<file path="config.mk">
export PLATFORM = sky130hd
export DESIGN_NAME = ucb_ctrl_baud
export DESIGN_NICKNAME = d
export VERILOG_FILES = /design/src/logic/ucb_pkg.sv /design/src/logic/ucb_ctrl_baud.sv
export SDC_FILE = /design/constraint.sdc
export NUM_CORES = 1
export LEC_CHECK = 0
export BUFFER_PORTS_ARGS = -buffer_cell sky130_fd_sc_hd__buf_2
export CAP_MARGIN = 20
export CORE_ASPECT_RATIO = 0.9
export CORE_MARGIN = 4
export CORE_UTILIZATION = 56
export CTS_CLUSTER_SIZE = 24
export DETAILED_ROUTE_END_ITERATION = 6
export GPL_TIMING_DRIVEN = 0
export PLACE_DENSITY = 0.78
export REMOVE_ABC_BUFFERS = 1
export SYNTH_ARGS = -nofsm -noshare
export SYNTH_HDL_FRONTEND = slang
export SYNTH_SLANG_ARGS = --single-unit
export TNS_END_PERCENT = 100
</file>
<file path="constraint.sdc">
create_clock -name ref_clk_in -period 2.9 [get_ports ref_clk_in]
set_input_delay 0.58 -clock ref_clk_in [delete_from_list [all_inputs] [get_ports ref_clk_in]]
set_output_delay 0.58 -clock ref_clk_in [all_outputs]
set_load 0.1 [all_outputs]
</file>
<file path="src/logic/ucb_pkg.sv">
// ucb_pkg: register map, field positions, reset values, delay-insertion ranks and carrier structs
// assumes a byte-wide register port with 16-bit addresses and a single clock domain
package ucb_pkg;

	// register addresses
	localparam logic [15:0] UCB_TXD_ADDR  = 16'h4101;
	localparam logic [15:0] UCB_RXD_ADDR  = 16'h4102;
	localparam logic [15:0] UCB_CTL_ADDR  = 16'h4104;
	localparam logic [15:0] UCB_EXP_ADDR  = 16'h4105;
	localparam logic [15:0] UCB_BR_ADDR   = 16'h4106;
	localparam logic [15:0] UCB_FMD_ADDR  = 16'h4107;
	localparam logic [15:0] UCB_IST_ADDR  = 16'h4108;

	// channel_interrupt_control fields; the status register shares bits 7..4
	localparam int UCB_TX_END_BIT   = 7;
	localparam int UCB_RX_ERR_BIT   = 6;
	localparam int UCB_RX_FULL_BIT  = 5;
	localparam int UCB_TX_EMPTY_BIT = 4;
	localparam int UCB_THRESH_BIT   = 1;
	localparam int UCB_ENABLE_BIT   = 0;
	localparam int UCB_IRQ_LO       = 4;
	localparam int UCB_IRQ_NUM      = 4;
	localparam int UCB_IR_BIT       = 0;

	// writable-bit masks; reserved bits read as zero
	localparam logic [7:0] UCB_CTL_MASK = 8'hf3;
	localparam logic [7:0] UCB_EXP_MASK = 8'h01;
	localparam logic [7:0] UCB_FMD_MASK = 8'h0f;
	localparam logic [7:0] UCB_IST_MASK = 8'hf0;
	localparam logic [7:0] UCB_REG_RST  = 8'h00;

	// receive store
	localparam logic [1:0] UCB_RX_DEPTH = 2'h2;

	// underflow positions per bit; index 0 is position 1, index 15 is position 16
	localparam logic [3:0] UCB_POS_LAST = 4'hf;
	// a position gets a delay when its rank is below fine_adjust
	localparam logic [3:0] UCB_RANK [16] = '{4'hf, 4'h7, 4'hb, 4'h3, 4'hd, 4'h5, 4'h9, 4'h1,
	                                         4'he, 4'h6, 4'ha, 4'h2, 4'hc, 4'h4, 4'h8, 4'h0};

	typedef struct packed {
		logic [15:0] addr;
		logic [7:0]  wdata;
		logic        wr;
		logic        rd;
	} ucb_bus_req_type;

	typedef struct packed {
		logic        tx_start;
		logic        tx_done;
		logic        rx_error;
		logic        rx_push;
		logic [7:0]  rx_data;
	} ucb_link_evt_type;

endpackage

</file>
<file path="src/logic/ucb_ctrl_baud.sv">
// ucb_ctrl_baud: control registers, interrupt requests, receive store, transmit holding byte and baud generator
// assumes the framing logic reports its events on link_evt_in and a count-clock tick arrives as a one-cycle enable
// Overview of operation
// - a completed transmission raises a request only when tx_end_irq_enable is 1, which it is not after reset.
// - a receive error raises a request only when rx_error_irq_enable is 1, default 0.
// - the receive buffer reaching its threshold raises a request only when rx_full_irq_enable is 1, default 0.
// - the holding byte moving to the shifter raises a request when tx_empty_irq_enable is 1.
// - rx_full_threshold 0 means one held byte is full, 1 means two held bytes.
// - transfers happen only while channel_enable is 1, and it resets to 0.
// - writing 0 to channel_enable also discards the waiting transmit byte.
// - infrared_mode_select 1 turns the infrared function on; 0, the reset value, gives a plain port.
// - the baud counter loads the 8-bit reload value, counts down to underflow and repeats; reload resets to 0.
// - bit rate is count clock over sixteen times reload plus one, plus fine_adjust.
// - the 4-bit fine_adjust, reset 0, sets how many delays occur in each sixteen underflows.
// - each delay lengthens one output clock cycle by exactly one count clock cycle.
// - delays fill positions 16, 8, 12, 4, 14, 6, 10, 2, 15, 7, 11, 3, 13, 5, 9 in that order, first n used.
// - the receive buffer is a two-entry fifo with a one-held and a two-held flag.
module ucb_ctrl_baud #(
	parameter int BAUD_W = 8
) (
	// clock, reset, freeze
	input  wire logic                      ref_clk_in,
	input  wire logic                      resetn_in,
	input  wire logic                      ce_in,
	// register port
	input  wire ucb_pkg::ucb_bus_req_type  bus_req_in,
	output logic [7:0]                     bus_rdata_out,
	// framing side
	input  wire ucb_pkg::ucb_link_evt_type link_evt_in,
	input  wire logic                      count_tick_in,
	output logic [7:0]                     tx_data_out,
	output logic                           tx_valid_out,
	output logic                           rx_one_ready_flag_out,
	output logic                           rx_two_ready_flag_out,
	output logic                           channel_enable_out,
	output logic                           infrared_mode_select_out,
	output logic                           sample_tick_out,
	output logic                           bit_tick_out,
	// interrupt controller side
	output logic                           tx_end_irq_out,
	output logic                           rx_error_irq_out,
	output logic                           rx_full_irq_out,
	output logic                           tx_empty_irq_out,
	output logic                           irq_out
);

	if (BAUD_W < 1 || BAUD_W > 8)
	begin : g_bad_width
		$error("BAUD_W must lie between 1 and 8");
	end

	// register group
	logic [7:0]        ctl_r, ctl_nxt;
	logic [7:0]        exp_r, exp_nxt;
	logic [BAUD_W-1:0] br_r, br_nxt;
	logic [7:0]        fmd_r, fmd_nxt;
	logic [7:0]        ist_r, ist_nxt;
	logic [7:0]        txd_r, txd_nxt;
	logic              txv_r, txv_nxt;
	logic [7:0]        rdata_r, rdata_nxt;
	logic [7:0]        mem_r [2];
	logic [7:0]        mem_nxt [2];
	logic              rdp_r, rdp_nxt;
	logic              wrp_r, wrp_nxt;
	logic [1:0]        cnt_r, cnt_nxt;
	logic              chan_en;
	logic              wr_ctl;
	logic              pop_any;
	localparam int UCB_IRQ_NUM_W = ucb_pkg::UCB_IRQ_NUM;
	logic [UCB_IRQ_NUM_W-1:0] irq_vec;

	assign chan_en = ctl_r[ucb_pkg::UCB_ENABLE_BIT];
	assign wr_ctl  = bus_req_in.wr && bus_req_in.addr == ucb_pkg::UCB_CTL_ADDR;

	always_comb
	begin
		logic       push;
		logic       pop;
		logic [1:0] cnt_after;
		logic [7:0] sets;
		push      = 1'b0;
		pop       = 1'b0;
		cnt_after = cnt_r;
		sets      = 8'h00;
		ctl_nxt   = ctl_r;
		exp_nxt   = exp_r;
		br_nxt    = br_r;
		fmd_nxt   = fmd_r;
		txd_nxt   = txd_r;
		txv_nxt   = txv_r;
		rdata_nxt = 8'h00;
		mem_nxt   = mem_r;
		rdp_nxt   = rdp_r;
		wrp_nxt   = wrp_r;
		// link events count only while the channel runs
		if (chan_en)
		begin
			sets[ucb_pkg::UCB_TX_END_BIT] = link_evt_in.tx_done;
			sets[ucb_pkg::UCB_RX_ERR_BIT] = link_evt_in.rx_error;
			if (link_evt_in.tx_start && txv_r)
			begin
				sets[ucb_pkg::UCB_TX_EMPTY_BIT] = 1'b1;
				txv_nxt                         = 1'b0;
			end
			// a push into a full store is dropped; overrun is the framer's to flag
			push = link_evt_in.rx_push && cnt_r < ucb_pkg::UCB_RX_DEPTH;
		end
		pop = bus_req_in.rd && bus_req_in.addr == ucb_pkg::UCB_RXD_ADDR && cnt_r != 2'h0;
		if (push)
		begin
			mem_nxt[wrp_r] = link_evt_in.rx_data;
			wrp_nxt        = ~wrp_r;
		end
		if (pop)
		begin
			rdp_nxt = ~rdp_r;
		end
		cnt_after = cnt_r + {1'b0, push} - {1'b0, pop};
		if (push)
		begin
			if (ctl_r[ucb_pkg::UCB_THRESH_BIT])
				sets[ucb_pkg::UCB_RX_FULL_BIT] = (cnt_after == ucb_pkg::UCB_RX_DEPTH);
			else
				sets[ucb_pkg::UCB_RX_FULL_BIT] = 1'b1;
		end
		if (bus_req_in.wr)
		begin
			unique case (bus_req_in.addr)
				ucb_pkg::UCB_CTL_ADDR:
				begin
					ctl_nxt = bus_req_in.wdata & ucb_pkg::UCB_CTL_MASK;
					if (!bus_req_in.wdata[ucb_pkg::UCB_ENABLE_BIT])
						txv_nxt = 1'b0;
				end
				ucb_pkg::UCB_TXD_ADDR:
				begin
					txd_nxt = bus_req_in.wdata;
					txv_nxt = 1'b1;
				end
				ucb_pkg::UCB_EXP_ADDR: exp_nxt = bus_req_in.wdata & ucb_pkg::UCB_EXP_MASK;
				ucb_pkg::UCB_BR_ADDR:  br_nxt  = bus_req_in.wdata[BAUD_W-1:0];
				ucb_pkg::UCB_FMD_ADDR: fmd_nxt = bus_req_in.wdata & ucb_pkg::UCB_FMD_MASK;
				default: ;
			endcase
		end
		if (bus_req_in.rd)
		begin
			unique case (bus_req_in.addr)
				ucb_pkg::UCB_TXD_ADDR: rdata_nxt = txd_r;
				ucb_pkg::UCB_RXD_ADDR: rdata_nxt = (cnt_r != 2'h0) ? mem_r[rdp_r] : ucb_pkg::UCB_REG_RST;
				ucb_pkg::UCB_CTL_ADDR: rdata_nxt = ctl_r;
				ucb_pkg::UCB_EXP_ADDR: rdata_nxt = exp_r;
				ucb_pkg::UCB_BR_ADDR:  rdata_nxt = 8'(br_r);
				ucb_pkg::UCB_FMD_ADDR: rdata_nxt = fmd_r;
				ucb_pkg::UCB_IST_ADDR: rdata_nxt = ist_r;
				default:               rdata_nxt = ucb_pkg::UCB_REG_RST;
			endcase
		end
		// read clears the status, but an event in the same cycle still lands
		if (bus_req_in.rd && bus_req_in.addr == ucb_pkg::UCB_IST_ADDR)
			ist_nxt = sets & ucb_pkg::UCB_IST_MASK;
		else
			ist_nxt = (ist_r | sets) & ucb_pkg::UCB_IST_MASK;
		cnt_nxt = cnt_after;
	end

	always_ff @(posedge ref_clk_in or negedge resetn_in)
	begin
		if (!resetn_in)
		begin
			ctl_r   <= ucb_pkg::UCB_REG_RST;
			exp_r   <= ucb_pkg::UCB_REG_RST;
			br_r    <= '0;
			fmd_r   <= ucb_pkg::UCB_REG_RST;
			ist_r   <= ucb_pkg::UCB_REG_RST;
			txd_r   <= ucb_pkg::UCB_REG_RST;
			txv_r   <= 1'b0;
			rdata_r <= ucb_pkg::UCB_REG_RST;
			mem_r   <= '{default: 8'h00};
			rdp_r   <= 1'b0;
			wrp_r   <= 1'b0;
			cnt_r   <= 2'h0;
		end
		else if (ce_in)
		begin
			ctl_r   <= ctl_nxt;
			exp_r   <= exp_nxt;
			br_r    <= br_nxt;
			fmd_r   <= fmd_nxt;
			ist_r   <= ist_nxt;
			txd_r   <= txd_nxt;
			txv_r   <= txv_nxt;
			rdata_r <= rdata_nxt;
			mem_r   <= mem_nxt;
			rdp_r   <= rdp_nxt;
			wrp_r   <= wrp_nxt;
			cnt_r   <= cnt_nxt;
		end
	end

	// per-cause request: sticky cause gated by its enable, no extra flop
	for (genvar i = 0; i < ucb_pkg::UCB_IRQ_NUM; i++)
	begin : g_irq
		assign irq_vec[i] = ist_r[ucb_pkg::UCB_IRQ_LO+i] && ctl_r[ucb_pkg::UCB_IRQ_LO+i];
	end

	assign tx_end_irq_out   = irq_vec[ucb_pkg::UCB_TX_END_BIT-ucb_pkg::UCB_IRQ_LO];
	assign rx_error_irq_out = irq_vec[ucb_pkg::UCB_RX_ERR_BIT-ucb_pkg::UCB_IRQ_LO];
	assign rx_full_irq_out  = irq_vec[ucb_pkg::UCB_RX_FULL_BIT-ucb_pkg::UCB_IRQ_LO];
	assign tx_empty_irq_out = irq_vec[ucb_pkg::UCB_TX_EMPTY_BIT-ucb_pkg::UCB_IRQ_LO];
	assign irq_out          = |irq_vec;

	assign bus_rdata_out            = rdata_r;
	assign tx_data_out              = txd_r;
	assign tx_valid_out             = txv_r && chan_en;
	assign rx_one_ready_flag_out    = cnt_r != 2'h0;
	assign rx_two_ready_flag_out    = cnt_r == ucb_pkg::UCB_RX_DEPTH;
	assign channel_enable_out       = chan_en;
	assign infrared_mode_select_out = exp_r[ucb_pkg::UCB_IR_BIT];

	// baud group; gap, delay tally and settled feed only the checks below
	logic [BAUD_W-1:0] bcnt_r, bcnt_nxt;
	logic              dly_r, dly_nxt;
	logic [3:0]        pos_r, pos_nxt;
	logic [BAUD_W:0]   gap_r, gap_nxt;
	logic [3:0]        dseen_r, dseen_nxt;
	logic              settled_r, settled_nxt;
	logic              ins;
	logic              uflow;
	logic              rate_wr;

	assign ins     = ucb_pkg::UCB_RANK[pos_r] < fmd_r[3:0];
	assign uflow   = chan_en && count_tick_in && bcnt_r == '0 && !(ins && !dly_r);
	assign rate_wr = bus_req_in.wr && (bus_req_in.addr == ucb_pkg::UCB_BR_ADDR ||
	                 bus_req_in.addr == ucb_pkg::UCB_FMD_ADDR || bus_req_in.addr == ucb_pkg::UCB_CTL_ADDR);

	always_comb
	begin
		bcnt_nxt    = bcnt_r;
		dly_nxt     = dly_r;
		pos_nxt     = pos_r;
		gap_nxt     = gap_r;
		dseen_nxt   = dseen_r;
		settled_nxt = settled_r;
		if (!chan_en)
		begin
			bcnt_nxt  = br_r;
			dly_nxt   = 1'b0;
			pos_nxt   = 4'h0;
			gap_nxt   = '0;
			dseen_nxt = 4'h0;
		end
		else if (count_tick_in)
		begin
			gap_nxt = gap_r + 1'b1;
			if (bcnt_r != '0)
				bcnt_nxt = bcnt_r - 1'b1;
			else if (ins && !dly_r)
			begin
				// hold at zero for one extra count tick
				dly_nxt   = 1'b1;
				dseen_nxt = dseen_r + 4'h1;
			end
			else
			begin
				bcnt_nxt = br_r;
				dly_nxt  = 1'b0;
				pos_nxt  = pos_r + 4'h1;
				gap_nxt  = '0;
				if (pos_r == ucb_pkg::UCB_POS_LAST)
					dseen_nxt = 4'h0;
			end
		end
		// figures are trusted only after the next bit end with no rate change in between; after a mid-bit write that bit may be partial
		if (rate_wr || !chan_en)
			settled_nxt = 1'b0;
		else if (uflow && pos_r == ucb_pkg::UCB_POS_LAST)
			settled_nxt = 1'b1;
	end

	always_ff @(posedge ref_clk_in or negedge resetn_in)
	begin
		if (!resetn_in)
		begin
			bcnt_r    <= '0;
			dly_r     <= 1'b0;
			pos_r     <= 4'h0;
			gap_r     <= '0;
			dseen_r   <= 4'h0;
			settled_r <= 1'b0;
		end
		else if (ce_in)
		begin
			bcnt_r    <= bcnt_nxt;
			dly_r     <= dly_nxt;
			pos_r     <= pos_nxt;
			gap_r     <= gap_nxt;
			dseen_r   <= dseen_nxt;
			settled_r <= settled_nxt;
		end
	end

	assign sample_tick_out = ce_in && uflow;
	assign bit_tick_out    = ce_in && uflow && pos_r == ucb_pkg::UCB_POS_LAST;

	assign pop_any = bus_req_in.rd && bus_req_in.addr == ucb_pkg::UCB_RXD_ADDR;
endmodule // ucb_ctrl_baud

</file>
==> impl_metrics.ini <==
[flow_run]
cap_violations = 0

[critical_path]
slowest_delay_ns = 0.41
worstSetupEndpoint = bit_tick_out
r2r_end = bcnt_r[1]
cp.depth = 7
critical_path_class = reg2out
crit_buf_inv = 2
crit_path_end_kind = output pin
r2r_start = pos_r[1]
slowest_stage = a2111o_1
startpoint_type = register
r2r_cells = 7
crit_fanout = 3
critPathTopFamily = compound AO/OA/AOI/OAI gates
cp.required_ns = 2.32
crit_start = pos_r[2]
r2r_slack_ns = 0.50
crit_chain = inv_2 -> ha_4 -> a21bo_4 -> a2111o_1 -> nor3_4 -> and4_4 -> buf_12
arrival_ns = 2.29

[detailed_routing]
drt-total-wl_um = 8950
viasPerCell = 5.86
drtPass1Iterations = 6
via_count = 3008
drc = 0
ant_nets = 0
drtIter0Drc = 174
post_drt_wl_per_cell_um = 17.5

[clock_network]
clk_pin_slew_ns = 0.09
insertion_delay_ns = 0.35
clkSinkCount = 73
htreeDepth = 3
ctsHoldBuffers = 0
numCtsBuffers = 9
cts_buffer_depth = 2
cts_tree = done
cts-root-buf = clkbuf_8

[logic_synthesis]
seq_area_frac_synth = 0.472
ys_ff_latch = 73
synth.distinct_cells = 57
yosys_warnings = 0
synth_area_um2 = 3870
ys_async_sr_fraction = 1.00
synth-edff-count = 0
synthFlopType = dfrtp_1
post_synth.cell_area_avg_um2 = 11.2
synth_cells = 345

[global_routing]
grt.overflow.total = 0
grt_max_degree = 64
grt_usage = 0.231
antenna_found_initial = 0
grt_pass1_wl_um = 14800
grt_pass1_vias = 3136

[power_and_ir_drop]
p_leak_nw = 2.24
ir_drop_v = 0.000316
powerDensity_nw_per_um2 = 411

[hold_path]
min_path_type = in2async

[floorplan]
start_util = 0.581
dieArea_um2 = 8300
row_count = 28
die_width_um = 95.6
io_pins = 70
coreArea_um2 = 6660
dieHeight_um = 86.8

[timing]
slew_viol_final = 0
timing.final.crit_share = 0.991
tightestPinTransition_ns = 0.812
fin_ws_ns = 0.0266
fin_skew_ns = 0.0167
tns_ns = 0
fmax_mhz = 348
final-hold-violation-count = 0
layout_min_cycle_time_ns = 2.87
rsz0062_at_grt = true
finalSetupViolCount = 0
max_slew_margin = 0.451

[placement]
placed_cells = 494
place_hpwl_um = 6670
post-place-ws_ns = -0.0730
port_buffers = 69
gp_congestion = 0.813
place_area_um2 = 4310

[final_layout]
fin_nets = 468
drive_gt1_frac = 0.376
syn_to_final_growth_pct = 18.4
diodes = 0
final_cell_area_um2 = 4580
final_cell_count_no_fill = 513

[run_status]
status = completed
-- flip-flops by register name, summed over array words and instances (netlist names) --
| register | cells |
|---|---|
| br_r | 8 |
| rdp_r | 1 |
| cnt_r | 2 |
| dly_r | 1 |
| ctl_r | 6 |
| fmd_r | 4 |
| mem_r | 16 |
| bcnt_r | 8 |
| exp_r | 1 |
| bus_rdata_out | 8 |
| ist_r | 4 |
| tx_data_out | 8 |
| pos_r | 4 |
| wrp_r | 1 |
| txv_r | 1 |
-- timing repair --
item | in CTS | in global routing
endpoints found under the setup margin | 2 | 1
buffers inserted | 2 | 0
pin swaps | 1 | 0
gates resized for setup | 9 | 4
-- cells in the final DEF (no fill, tap or decap), types with 3 or more instances in the layout --
master	count
buf_2	67
ha_1	7
a21oi_1	10
nor3_1	5
mux2_2	54
nor3b_1	6
clkbuf_8	9
nand2_1	20
a22oi_1	6
nand3b_1	3
mux2i_1	6
nor4b_1	3
a222oi_1	4
nor2b_1	5
inv_6	3
o21ai_0	24
xnor2_1	3
nand4_1	5
and2_1	7
o2bb2ai_1	3
buf_4	4
dfrtp_1	73
nand3_1	9
nor2_1	13
nor4_1	4
inv_1	14
a22o_1	3
-- where the power goes --
part | leakage (nW) | switching, W | internal (W)
sequential | 1.02 | 0.000000261 | 0.00102
clock | 0.0888 | 0.000428 | 0.000327
combinational | 1.13 | 0.0000713 | 0.0000378
-- worst min-delay path by stage --
stage,startpoint,end,depth (start not counted)
after floorplan,resetn_in,bcnt_r[0],0
after global placement,mem_r[7],mem_r[7],1
after detailed placement,resetn_in,pos_r[2],1
after CTS,resetn_in,bcnt_r[0],1
after global routing,resetn_in,bcnt_r[0],1
final,resetn_in,pos_r[2],1
-- metrics by stage --
stage                      util  total power [W]  hold WS, ns
after floorplan               -          0.00106        0.284
after detailed placement  0.648          0.00115        0.438
final                     0.688          0.00188       0.0538
after global placement    0.643          0.00114        0.482
after global routing      0.688          0.00196       0.0479
after CTS                 0.683          0.00190       0.0460
-- per-layer routing --
layer	share of wire	vias to the layer above	global-route usage	wire length [um]
li1	-	1436	-	-
met1	0.44	1493	0.290	3940
met2	0.51	68	0.401	4570
met3	0.040	11	0.0530	357
met4	0.010	0	0.0594	92
met5	0	-	0	0
-- cell families after synthesis --
family                     synth area share
and+or+nand+nor                       0.163
DFF                                   0.472
AOI/OAI and AO/OA                     0.128
xor gates and xnor gates             0.0113
adders and majority gates            0.0259
buffers and inverters                0.0265
muxes                                 0.173
-- final cells by class --
type	instances	area, um2
Fill cell	530	2080
Multi-Input combinational cell	245	1980
Sequential cell	73	1830
Timing Repair Buffer	73	413
Clock buffer	9	124
Tap cell	90	113
Clock inverter	7	61.3
Inverter	16	60.1
-- synthesized netlist by cell type (all sizes together), types with 7 or more instances --
master / number / share of area
dfrtp: 73 / 0.47
mux2: 54 / 0.16
o21ai: 24 / 0.031
nand2: 20 / 0.019
inv: 15 / 0.015
nor2: 14 / 0.014
a21oi: 10 / 0.013
clkbuf: 10 / 0.0097
nand3: 9 / 0.012
ha: 8 / 0.026
nor3b: 8 / 0.018
and2: 7 / 0.011
nor3: 7 / 0.012
(Power assumes the default switching activity.)
